==> src/core/tp_link_pkg.sv <==
// tp_link_pkg: constants for the twisted-pair link / polarity monitor.
// assumes a 100 MHz mclk_in; times are converted to cycles here.
package tp_link_pkg;
  localparam int          CLK_MHZ        = 100;
  localparam int          LINK_FAIL_MS   = 60;
  localparam int          LINK_IDLE_MS   = 16;
  // longest timer: 60 ms is 6000000 cycles, inside the 24-bit TMR_W range
  localparam int          LINK_FAIL_CYC  = LINK_FAIL_MS * 1000 * CLK_MHZ;
  localparam int          LINK_IDLE_CYC  = LINK_IDLE_MS * 1000 * CLK_MHZ;
  localparam int          TMR_W          = 24;
  localparam logic [2:0]  GOOD_PULSES    = 3'h6;
  localparam logic [1:0]  NEG_PULSES     = 2'h3;
  localparam logic [1:0]  SEL_LINK       = 2'h0;
  localparam logic [1:0]  SEL_PART       = 2'h1;
  localparam logic [1:0]  SEL_POL        = 2'h2;
  localparam logic [1:0]  SEL_UTIL       = 2'h3;
  localparam int          ENABLE_REG     = 32'h0000_0000;
  localparam int          STATUS_REG     = 32'h0000_0004;
  localparam logic [15:0] ENABLE_RST     = 16'hFFFF;

  typedef enum logic [1:0] {
    LS_FAIL = 2'b01,
    LS_GOOD = 2'b10
  } link_state_t;
endpackage : tp_link_pkg

==> src/core/tp_link_polarity_monitor.sv <==
// tp_link_polarity_monitor: link, polarity and status report for TP ports.
// assumes per-port receive decode pulses and partition/util status inputs.
//
// Behaviour
// - no packet or link pulse for 60 ms sends port to link fail.
// - link fail ends after one packet, or six link pulses before 60 ms of total silence since fail/reset.
// - in link fail the port transmits neither packets nor link pulses.
// - the packet that restores link good is not repeated.
// - in link good, send a link pulse after 16 ms transmit idle.
// - link check disable forces the port to link good.
// - every reset re-enables link checking on all ports.
// - a negative first packet or three negative pulses after fail/reset mark negative.
// - negative ports repeat later packets inverted once link good.
// - non-negative ports repeat packets unchanged.
// - polarity holds until reset or next link fail entry.
// - polarity correction is switchable; reset enables it.
// - during reset polarity reads as correct.
// - one status output for attach port and one per TP port.
// - select 00 link/activity, 01 partition, 10 polarity, 11 utilization.
// - reset puts ports in link fail, checking on, transmitter idle.
`timescale 1ns/1ps
module tp_link_polarity_monitor
  import tp_link_pkg::*;
#(
  parameter int NPORT    = 8,
  parameter int FAIL_CYC = LINK_FAIL_CYC,
  parameter int IDLE_CYC = LINK_IDLE_CYC
)(
  input  wire logic             mclk_in,
  input  wire logic             rst_in,
  input  wire logic [NPORT-1:0] rx_pkt_in,
  input  wire logic [NPORT-1:0] rx_pkt_neg_in,
  input  wire logic [NPORT-1:0] rx_lp_in,
  input  wire logic [NPORT-1:0] rx_lp_neg_in,
  input  wire logic [NPORT-1:0] tx_busy_in,
  input  wire logic [NPORT-1:0] rx_activity_in,
  input  wire logic [NPORT-1:0] partition_in,
  input  wire logic [NPORT-1:0] util_in,
  input  wire logic             attach_col_act_in,
  input  wire logic             attach_partition_in,
  input  wire logic             attach_loop_err_in,
  input  wire logic             attach_util_in,
  input  wire logic             report_select_lo_in,
  input  wire logic             report_select_hi_in,
  input  wire logic             avs_read_in,
  input  wire logic             avs_write_in,
  input  wire logic [3:0]       avs_address_in,
  input  wire logic [31:0]      avs_writedata_in,
  input  wire logic [3:0]       avs_byteenable_in,
  output logic [31:0]           avs_readdata_out,
  output logic                  avs_waitrequest_out,
  output logic [NPORT-1:0]      link_good_out,
  output logic [NPORT-1:0]      pol_rev_out,
  output logic [NPORT-1:0]      invert_out,
  output logic [NPORT-1:0]      drop_pkt_out,
  output logic [NPORT-1:0]      tx_en_out,
  output logic [NPORT-1:0]      lp_send_out,
  output logic                  attach_port_status_out,
  output logic [NPORT-1:0]      tp_port_status_out
);
  logic [15:0]      en_r, en_nxt;
  logic [31:0]      rd_r, rd_nxt;
  logic             ack_r, ack_nxt;
  logic [NPORT-1:0] att_stat_r, att_stat_nxt;
  logic             aui_r, aui_nxt;
  logic [1:0]       sel;
  logic [NPORT-1:0] tp_stat;
  logic             aui_stat;
  logic [NPORT-1:0] link_chk_en, pol_corr_en;

  // enable register: bits 7:0 link check, 15:8 polarity correction
  assign link_chk_en = en_r[NPORT-1:0];
  assign pol_corr_en = en_r[NPORT+7:8];

  genvar g;
  generate
    for (g = 0; g < NPORT; g++)
    begin : g_port
      tp_port_link #(
        .FAIL_CYC (FAIL_CYC),
        .IDLE_CYC (IDLE_CYC)
      ) u_port (
        .mclk_in        (mclk_in),
        .rst_in         (rst_in),
        .rx_pkt_in      (rx_pkt_in[g]),
        .rx_pkt_neg_in  (rx_pkt_neg_in[g]),
        .rx_lp_in       (rx_lp_in[g]),
        .rx_lp_neg_in   (rx_lp_neg_in[g]),
        .tx_busy_in     (tx_busy_in[g]),
        .link_chk_en_in (link_chk_en[g]),
        .pol_corr_en_in (pol_corr_en[g]),
        .link_good_out  (link_good_out[g]),
        .pol_rev_out    (pol_rev_out[g]),
        .invert_out     (invert_out[g]),
        .drop_pkt_out   (drop_pkt_out[g]),
        .tx_en_out      (tx_en_out[g]),
        .lp_send_out    (lp_send_out[g])
      );
    end
  endgenerate

  // status mux; link/activity shows activity blink over link good
  assign sel = {report_select_hi_in, report_select_lo_in};
  always_comb
  begin
    case (sel)
      SEL_LINK:
      begin
        tp_stat  = link_good_out ^ rx_activity_in;
        aui_stat = attach_col_act_in;
      end
      SEL_PART:
      begin
        tp_stat  = partition_in;
        aui_stat = attach_partition_in;
      end
      SEL_POL:
      begin
        tp_stat  = pol_rev_out;
        aui_stat = attach_loop_err_in;
      end
      SEL_UTIL:
      begin
        tp_stat  = util_in;
        aui_stat = attach_util_in;
      end
      default:
      begin
        tp_stat  = '0;
        aui_stat = 1'b0;
      end
    endcase
    att_stat_nxt = tp_stat;
    aui_nxt      = aui_stat;
  end

  // registered LED drive; one cycle behind the select pins
  always_ff @(posedge mclk_in or posedge rst_in)
  begin
    if (rst_in)
    begin
      att_stat_r <= '0;
      aui_r      <= 1'b0;
    end
    else
    begin
      att_stat_r <= att_stat_nxt;
      aui_r      <= aui_nxt;
    end
  end
  assign tp_port_status_out     = att_stat_r;
  assign attach_port_status_out = aui_r;

  // Avalon slave: one wait state, answer on the second edge
  always_comb
  begin
    en_nxt  = en_r;
    rd_nxt  = rd_r;
    ack_nxt = 1'b0;
    if ((avs_read_in || avs_write_in) && ack_r)
    begin
      // write lands only at the edge that sees waitrequest low
      if (avs_write_in && {26'h0, avs_address_in, 2'h0} == ENABLE_REG)
      begin
        if (avs_byteenable_in[0])
          en_nxt[7:0] = avs_writedata_in[7:0];
        if (avs_byteenable_in[1])
          en_nxt[15:8] = avs_writedata_in[15:8];
      end
    end
    else if (avs_read_in || avs_write_in)
    begin
      ack_nxt = 1'b1;
      rd_nxt  = 32'h0000_0000;
      if (avs_read_in)
      begin
        case ({26'h0, avs_address_in, 2'h0})
          ENABLE_REG: rd_nxt = {16'h0, en_r};
          STATUS_REG: rd_nxt = {16'h0, 8'(pol_rev_out),
                                8'(link_good_out)};
          default:    rd_nxt = 32'h0000_0000;
        endcase
      end
    end
  end

  always_ff @(posedge mclk_in or posedge rst_in)
  begin
    if (rst_in)
    begin
      en_r  <= ENABLE_RST;
      rd_r  <= 32'h0000_0000;
      ack_r <= 1'b0;
    end
    else
    begin
      en_r  <= en_nxt;
      rd_r  <= rd_nxt;
      ack_r <= ack_nxt;
    end
  end
  assign avs_readdata_out    = rd_r;
  assign avs_waitrequest_out = (avs_read_in || avs_write_in) && !ack_r;

  chk_reset_enables: assert property (@(posedge mclk_in)
    $fell(rst_in) |-> (en_r == ENABLE_RST))
    else $error("enables not restored by reset");
  chk_pol_report: assert property (@(posedge mclk_in) disable iff (rst_in)
    (sel == SEL_POL) |=> (tp_port_status_out == $past(pol_rev_out)))
    else $error("polarity report mismatch");
endmodule : tp_link_polarity_monitor

==> src/core/tp_port_link.sv <==
// tp_port_link: link integrity and polarity latch for one twisted-pair port.
// assumes receive events arrive as one-cycle pulses on mclk_in.
`timescale 1ns/1ps
module tp_port_link
  import tp_link_pkg::*;
#(
  parameter int FAIL_CYC = LINK_FAIL_CYC,
  parameter int IDLE_CYC = LINK_IDLE_CYC
)(
  input  wire logic mclk_in,
  input  wire logic rst_in,
  input  wire logic rx_pkt_in,
  input  wire logic rx_pkt_neg_in,
  input  wire logic rx_lp_in,
  input  wire logic rx_lp_neg_in,
  input  wire logic tx_busy_in,
  input  wire logic link_chk_en_in,
  input  wire logic pol_corr_en_in,
  output logic      link_good_out,
  output logic      pol_rev_out,
  output logic      invert_out,
  output logic      drop_pkt_out,
  output logic      tx_en_out,
  output logic      lp_send_out
);
  link_state_t      st_r, st_nxt;
  logic [TMR_W-1:0] rx_tmr_r, rx_tmr_nxt, tx_tmr_r, tx_tmr_nxt;
  logic [2:0]       lp_cnt_r, lp_cnt_nxt;
  logic [1:0]       neg_cnt_r, neg_cnt_nxt;
  logic             pol_det_r, pol_det_nxt, pol_neg_r, pol_neg_nxt;
  logic             lp_r, lp_nxt;

  always_comb
  begin
    st_nxt      = st_r;
    rx_tmr_nxt  = rx_tmr_r;
    tx_tmr_nxt  = tx_tmr_r;
    lp_cnt_nxt  = lp_cnt_r;
    neg_cnt_nxt = neg_cnt_r;
    pol_det_nxt = pol_det_r;
    pol_neg_nxt = pol_neg_r;
    lp_nxt      = 1'b0;
    // polarity decided once per fail episode
    if (!pol_det_r)
    begin
      if (rx_pkt_in)
      begin
        pol_det_nxt = 1'b1;
        pol_neg_nxt = rx_pkt_neg_in;
      end
      else if (rx_lp_in)
      begin
        if (!rx_lp_neg_in)
        begin
          neg_cnt_nxt = 2'h0;
          pol_det_nxt = 1'b1;
        end
        else if (neg_cnt_r == NEG_PULSES - 2'h1)
        begin
          pol_det_nxt = 1'b1;
          pol_neg_nxt = 1'b1;
        end
        else
          neg_cnt_nxt = neg_cnt_r + 2'h1;
      end
    end
    case (st_r)
      LS_FAIL:
      begin
        tx_tmr_nxt = '0;
        if (!link_chk_en_in || rx_pkt_in ||
            (rx_lp_in && lp_cnt_r == GOOD_PULSES - 3'h1))
        begin
          st_nxt     = LS_GOOD;
          rx_tmr_nxt = '0;
          lp_cnt_nxt = 3'h0;
        end
        else if (rx_lp_in)
          lp_cnt_nxt = lp_cnt_r + 3'h1;
        else if (rx_tmr_r >= TMR_W'(FAIL_CYC))
          lp_cnt_nxt = 3'h0; // run broken by silence
        else
          rx_tmr_nxt = rx_tmr_r + 1'b1;
      end
      LS_GOOD:
      begin
        if (rx_pkt_in || rx_lp_in || !link_chk_en_in)
          rx_tmr_nxt = '0;
        else if (rx_tmr_r >= TMR_W'(FAIL_CYC))
        begin
          st_nxt      = LS_FAIL;
          rx_tmr_nxt  = '0;
          pol_det_nxt = 1'b0; // re-learn
          pol_neg_nxt = 1'b0;
          neg_cnt_nxt = 2'h0;
        end
        else
          rx_tmr_nxt = rx_tmr_r + 1'b1;
        if (tx_busy_in)
          tx_tmr_nxt = '0;
        else if (tx_tmr_r >= TMR_W'(IDLE_CYC))
        begin
          lp_nxt     = 1'b1;
          tx_tmr_nxt = '0;
        end
        else
          tx_tmr_nxt = tx_tmr_r + 1'b1;
      end
      default: st_nxt = LS_FAIL;
    endcase
  end

  always_ff @(posedge mclk_in or posedge rst_in)
  begin
    if (rst_in)
    begin
      st_r      <= LS_FAIL;
      rx_tmr_r  <= '0;
      tx_tmr_r  <= '0;
      lp_cnt_r  <= 3'h0;
      neg_cnt_r <= 2'h0;
      pol_det_r <= 1'b0;
      pol_neg_r <= 1'b0;
      lp_r      <= 1'b0;
    end
    else
    begin
      st_r      <= st_nxt;
      rx_tmr_r  <= rx_tmr_nxt;
      tx_tmr_r  <= tx_tmr_nxt;
      lp_cnt_r  <= lp_cnt_nxt;
      neg_cnt_r <= neg_cnt_nxt;
      pol_det_r <= pol_det_nxt;
      pol_neg_r <= pol_neg_nxt;
      lp_r      <= lp_nxt;
    end
  end

  assign link_good_out = (st_r == LS_GOOD);
  assign pol_rev_out   = pol_neg_r;
  // inversion needs correction enabled and a good link
  assign invert_out    = pol_neg_r && pol_corr_en_in && link_good_out;
  assign drop_pkt_out  = (st_r == LS_FAIL);
  assign tx_en_out     = link_good_out;
  assign lp_send_out   = lp_r && link_good_out;

  chk_fail_silent: assert property (@(posedge mclk_in) disable iff (rst_in)
    (st_r == LS_FAIL) |-> (!tx_en_out && !lp_send_out))
    else $error("transmit active while in link fail");
  chk_disable_good: assert property (@(posedge mclk_in) disable iff (rst_in)
    (!link_chk_en_in && st_r == LS_FAIL) |=> (st_r == LS_GOOD))
    else $error("link check disabled but port stayed failed");
  chk_pkt_restore: assert property (@(posedge mclk_in) disable iff (rst_in)
    (st_r == LS_FAIL && rx_pkt_in) |=> link_good_out)
    else $error("packet did not restore link good");
  chk_pol_latched: assert property (@(posedge mclk_in) disable iff (rst_in)
    (pol_det_r && st_r == LS_GOOD && st_nxt == LS_GOOD)
      |=> $stable(pol_neg_r))
    else $error("latched polarity changed");
  chk_no_invert: assert property (@(posedge mclk_in) disable iff (rst_in)
    !pol_neg_r |-> !invert_out)
    else $error("inversion without negative polarity");
  chk_pkt_neg: assert property (@(posedge mclk_in) disable iff (rst_in)
    (!pol_det_r && rx_pkt_in && rx_pkt_neg_in) |=> pol_neg_r)
    else $error("negative packet not latched");
  chk_fail_clears: assert property (@(posedge mclk_in) disable iff (rst_in)
    (st_r == LS_GOOD ##1 st_r == LS_FAIL) |-> !pol_neg_r)
    else $error("polarity not cleared on link fail");
  chk_lp_good: assert property (@(posedge mclk_in) disable iff (rst_in)
    $rose(lp_send_out) |-> $past(link_good_out))
    else $error("link pulse outside link good");
endmodule : tp_port_link

==> config.mk <==
export PLATFORM = sky130hd
export DESIGN_NAME = tp_link_polarity_monitor
export DESIGN_NICKNAME = d
export VERILOG_FILES = /design/src/core/tp_link_pkg.sv /design/src/core/tp_link_polarity_monitor.sv /design/src/core/tp_port_link.sv
export SDC_FILE = /design/constraint.sdc
export NUM_CORES = 2
export LEC_CHECK = 0
export ABC_AREA = 0
export BUFFER_PORTS_ARGS = -buffer_cell sky130_fd_sc_hd__clkbuf_2
export CORE_ASPECT_RATIO = 1.1
export CORE_UTILIZATION = 50
export DETAILED_ROUTE_END_ITERATION = 7
export GPL_ROUTABILITY_DRIVEN = 0
export PLACE_DENSITY = 0.68
export SLEW_MARGIN = 5
export SYNTH_ARGS = -nofsm -noshare
export SYNTH_HDL_FRONTEND = slang
export SYNTH_SLANG_ARGS = --single-unit
==> constraint.sdc <==
create_clock -name mclk_in -period 31.3 [get_ports mclk_in]
set_clock_uncertainty 0.15 [all_clocks]
set_input_delay 6.26 -clock mclk_in [delete_from_list [all_inputs] [get_ports mclk_in]]
set_output_delay 6.26 -clock mclk_in [all_outputs]
set_load 0.01 [all_outputs]
==> metrics.txt <==
count of cells resized by post-cts repair 0; worst-path cell chain clkbuf_2 -> nor2_1 -> or2_2 -> inv_1 -> clkbuf_2; RSZ-0062 raised after global routing false; antenna diode instance count 0; Layout fillers 5009; vias per inst 6.02; final sum of negative setup slack 0 ns; Max Buffers Root-to-Sink 3; R2R Path Start g_port[1].u_port.st_r[0]; maximum ir drop on the vdd rail 37.4 µV; die area 58300 µm²; setup slack at placement 17.65 ns; actual slew at the worst max-slew pin 1.28 ns; DRC viols 0; count of cell types in the netlist 89; sort of element at the start of the critical path primary input; mean instance size in the synthesized netlist 8.98 µm²; Fin. Hold Viols 0; fraction of the cycle the final worst path needs 43.7%; cells taking the most area after synthesis sky130_fd_sc_hd__dfrtp_1 (42%), sky130_fd_sc_hd__o21ai_0 (4.7%), sky130_fd_sc_hd__nand2_1 (4.3%); register clock-pin slew on the reported worst setup and hold paths 0.06 ns; Die Height 253 µm; clock root buffer sky130_fd_sc_hd__clkbuf_16; hold path startpoint g_port[1].u_port.tx_tmr_r[5]; multi-input combinational cell area 14400 µm²; total of hold buffers inserted after clock tree synthesis 0; final critical path time including I/O delays and setup 13.66 ns; total grt overflow 0; vias in the first global route 23434; Clock Latency Late Sink 0.61 ns; first-pass GRT wire length 116 mm; worst path arrival time 7.25 ns; vias after detailed routing 24409; placeable core area 56400 µm²; required time of the critical path 24.89 ns; pin count of the biggest net entering global routing 171; worst hold slack 0.327 ns; Total Routed Length 69.2 mm; count of flip-flops with a built-in enable after synthesis 0; Die X 230 µm; worst-case register-to-register setup slack 27.96 ns; Cell Area, Synth 28700 µm²; final setup violation count 0; reg2reg end g_port[1].u_port.rx_tmr_r[18]; TritonCTS Buffers 55; commonest cells in the synthesized netlist sky130_fd_sc_hd__dfrtp_1 (482), sky130_fd_sc_hd__nand2_1 (328), sky130_fd_sc_hd__o21ai_0 (268); share of final-layout standard cells stronger than drive strength 1 11.7%; Hold Path Cell Cnt 1; flops & latches, synth 506; Placement Rows 91; overall global routing resource usage 23.6%; worst hold path class register to register; cell with the largest stage delay on the worst path sky130_fd_sc_hd__or2_2; depth of the CTS H-tree 2; maxcap violations 0; clock tree from TritonCTS done; proportion of netlist area held by the largest area contributor 42.1%; final setup slack of the worst path 17.64 ns; combined flip-flop and latch cell area 12700 µm²; Slew Limit Headroom 14.0%; reported leakage power 0.0137 µW; power density of the placed cells 49.7 nW/µm²; initial drt markers 1861; Worst Reg2Reg Path Length in Cells 5; type of destination of the critical path primary output; number of instances in the synthesized netlist 3190; cell type with the largest total area after synthesis sky130_fd_sc_hd__dfrtp_1; Wirelength per Cell 17.1 µm; count of buffer and inverter cells on the critical path 3; Area growth syn-to-layout 10.4%; final net count 3460; IO Port Bufs 169; family of cells with the greatest summed delay on the critical path simple AND/OR/NAND/NOR gates; async set-reset flop share out of synthesis 100%; critical path class primary input to primary output; max incr delay on CP 0.49 ns; dominant synthesized flop cell sky130_fd_sc_hd__dfrtp_1; number of max-slew violations in the final report 0; starting density of the core 50.8%; TritonRoute pass-1 iters 6; antenna violations before repair 3; postcts setup bufs 0; Seq/Total Area, Yosys 44.3%; maximum clock frequency 73.2 MHz; top-count cell post-synth sky130_fd_sc_hd__dfrtp_1; antenna viol nets, final 0; most used cell along the critical path sky130_fd_sc_hd__clkbuf_2; hold-critical path endpoint g_port[1].u_port.tx_tmr_r[5]; DP Wirelength 46.6 mm; worst-path maximum fanout 17; CTS Sinks 506; number of warnings printed during yosys synthesis 0; Top-Level Pins 204; status complete, no violations
-- registers in the layout, summed over array words and instances (netlist names), 16 cells and up --
signal and count:
g_port.u_port.lp_cnt_r 24, g_port.u_port.tx_tmr_r 192, g_port.u_port.neg_cnt_r 16, en_r 16, g_port.u_port.rx_tmr_r 192, avs_readdata_out 16, g_port.u_port.st_r 16
-- cells by family after synthesis --
kind of cell               after synthesis  share of synthesized area, %
AOI/OAI and AO/OA                      856                          19.7
xor gates and xnor gates                39                          1.19
adders and majority gates               80                          3.49
buffers and inverters                  347                          5.57
DFF                                    506                          44.3
muxes                                   68                          2.85
other                                    1                        0.0131
and+or+nand+nor                       1293                          22.9
-- area by class of cell --
cell class,count,share of cell area (%)
Tap cell,744,2.94
Multi-Input combinational cell,2352,45.6
Inverter,158,1.90
Clock buffer,84,5.27
Sequential cell,506,40.1
Clock inverter,19,0.870
Timing Repair Buffer,193,3.28
-- routing by layer --
metal / wire length [µm] / track usage [%]
met5: 0 / 0
met4: 1230 / 6.15
met3: 2990 / 3.11
met2: 34000 / 40.3
met1: 31000 / 31.6
-- worst max-delay path by stage --
stage / start / end / slack [ns] / cells past startpoint
after floorplan: rst_in / ack_r / 10.80 / 1
after global placement: avs_read_in / avs_waitrequest_out / 17.62 / 5
after detailed placement: avs_write_in / avs_waitrequest_out / 17.65 / 5
after CTS: avs_write_in / avs_waitrequest_out / 17.64 / 5
after global routing: avs_write_in / avs_waitrequest_out / 17.58 / 5
final: avs_write_in / avs_waitrequest_out / 17.64 / 5
-- power by group --
group	switching (µW)	leakage (µW)	internal [µW]
Sequential	15.6	0.00685	672
Clock	270	0.000957	423
Combinational	132	0.00592	60.4
Total	418	0.0137	1160
-- cell usage in the layout, fill, tap and decap left out, drive strengths merged, types with 64 or more instances in the layout --
cell type  instances
clkbuf           253
ha                80
inv              158
a21o              64
o21ai            277
nor2             230
dfrtp            482
nand2            328
nand4             93
and3              76
a21oi            122
nor3             106
nand3            161
o31ai             77
-- stage by stage --
stage	util, %	cell area, µm²	power, µW	cells
global placement	52.7	29700	886	3953
finish	56.2	31700	1570	4056
detailed placement	52.7	29700	893	3953
global route	56.2	31700	1640	4056
floorplan	-	28700	840	3205
CTS	56.2	31700	1590	4056
Power figures use the tool's default switching activity.
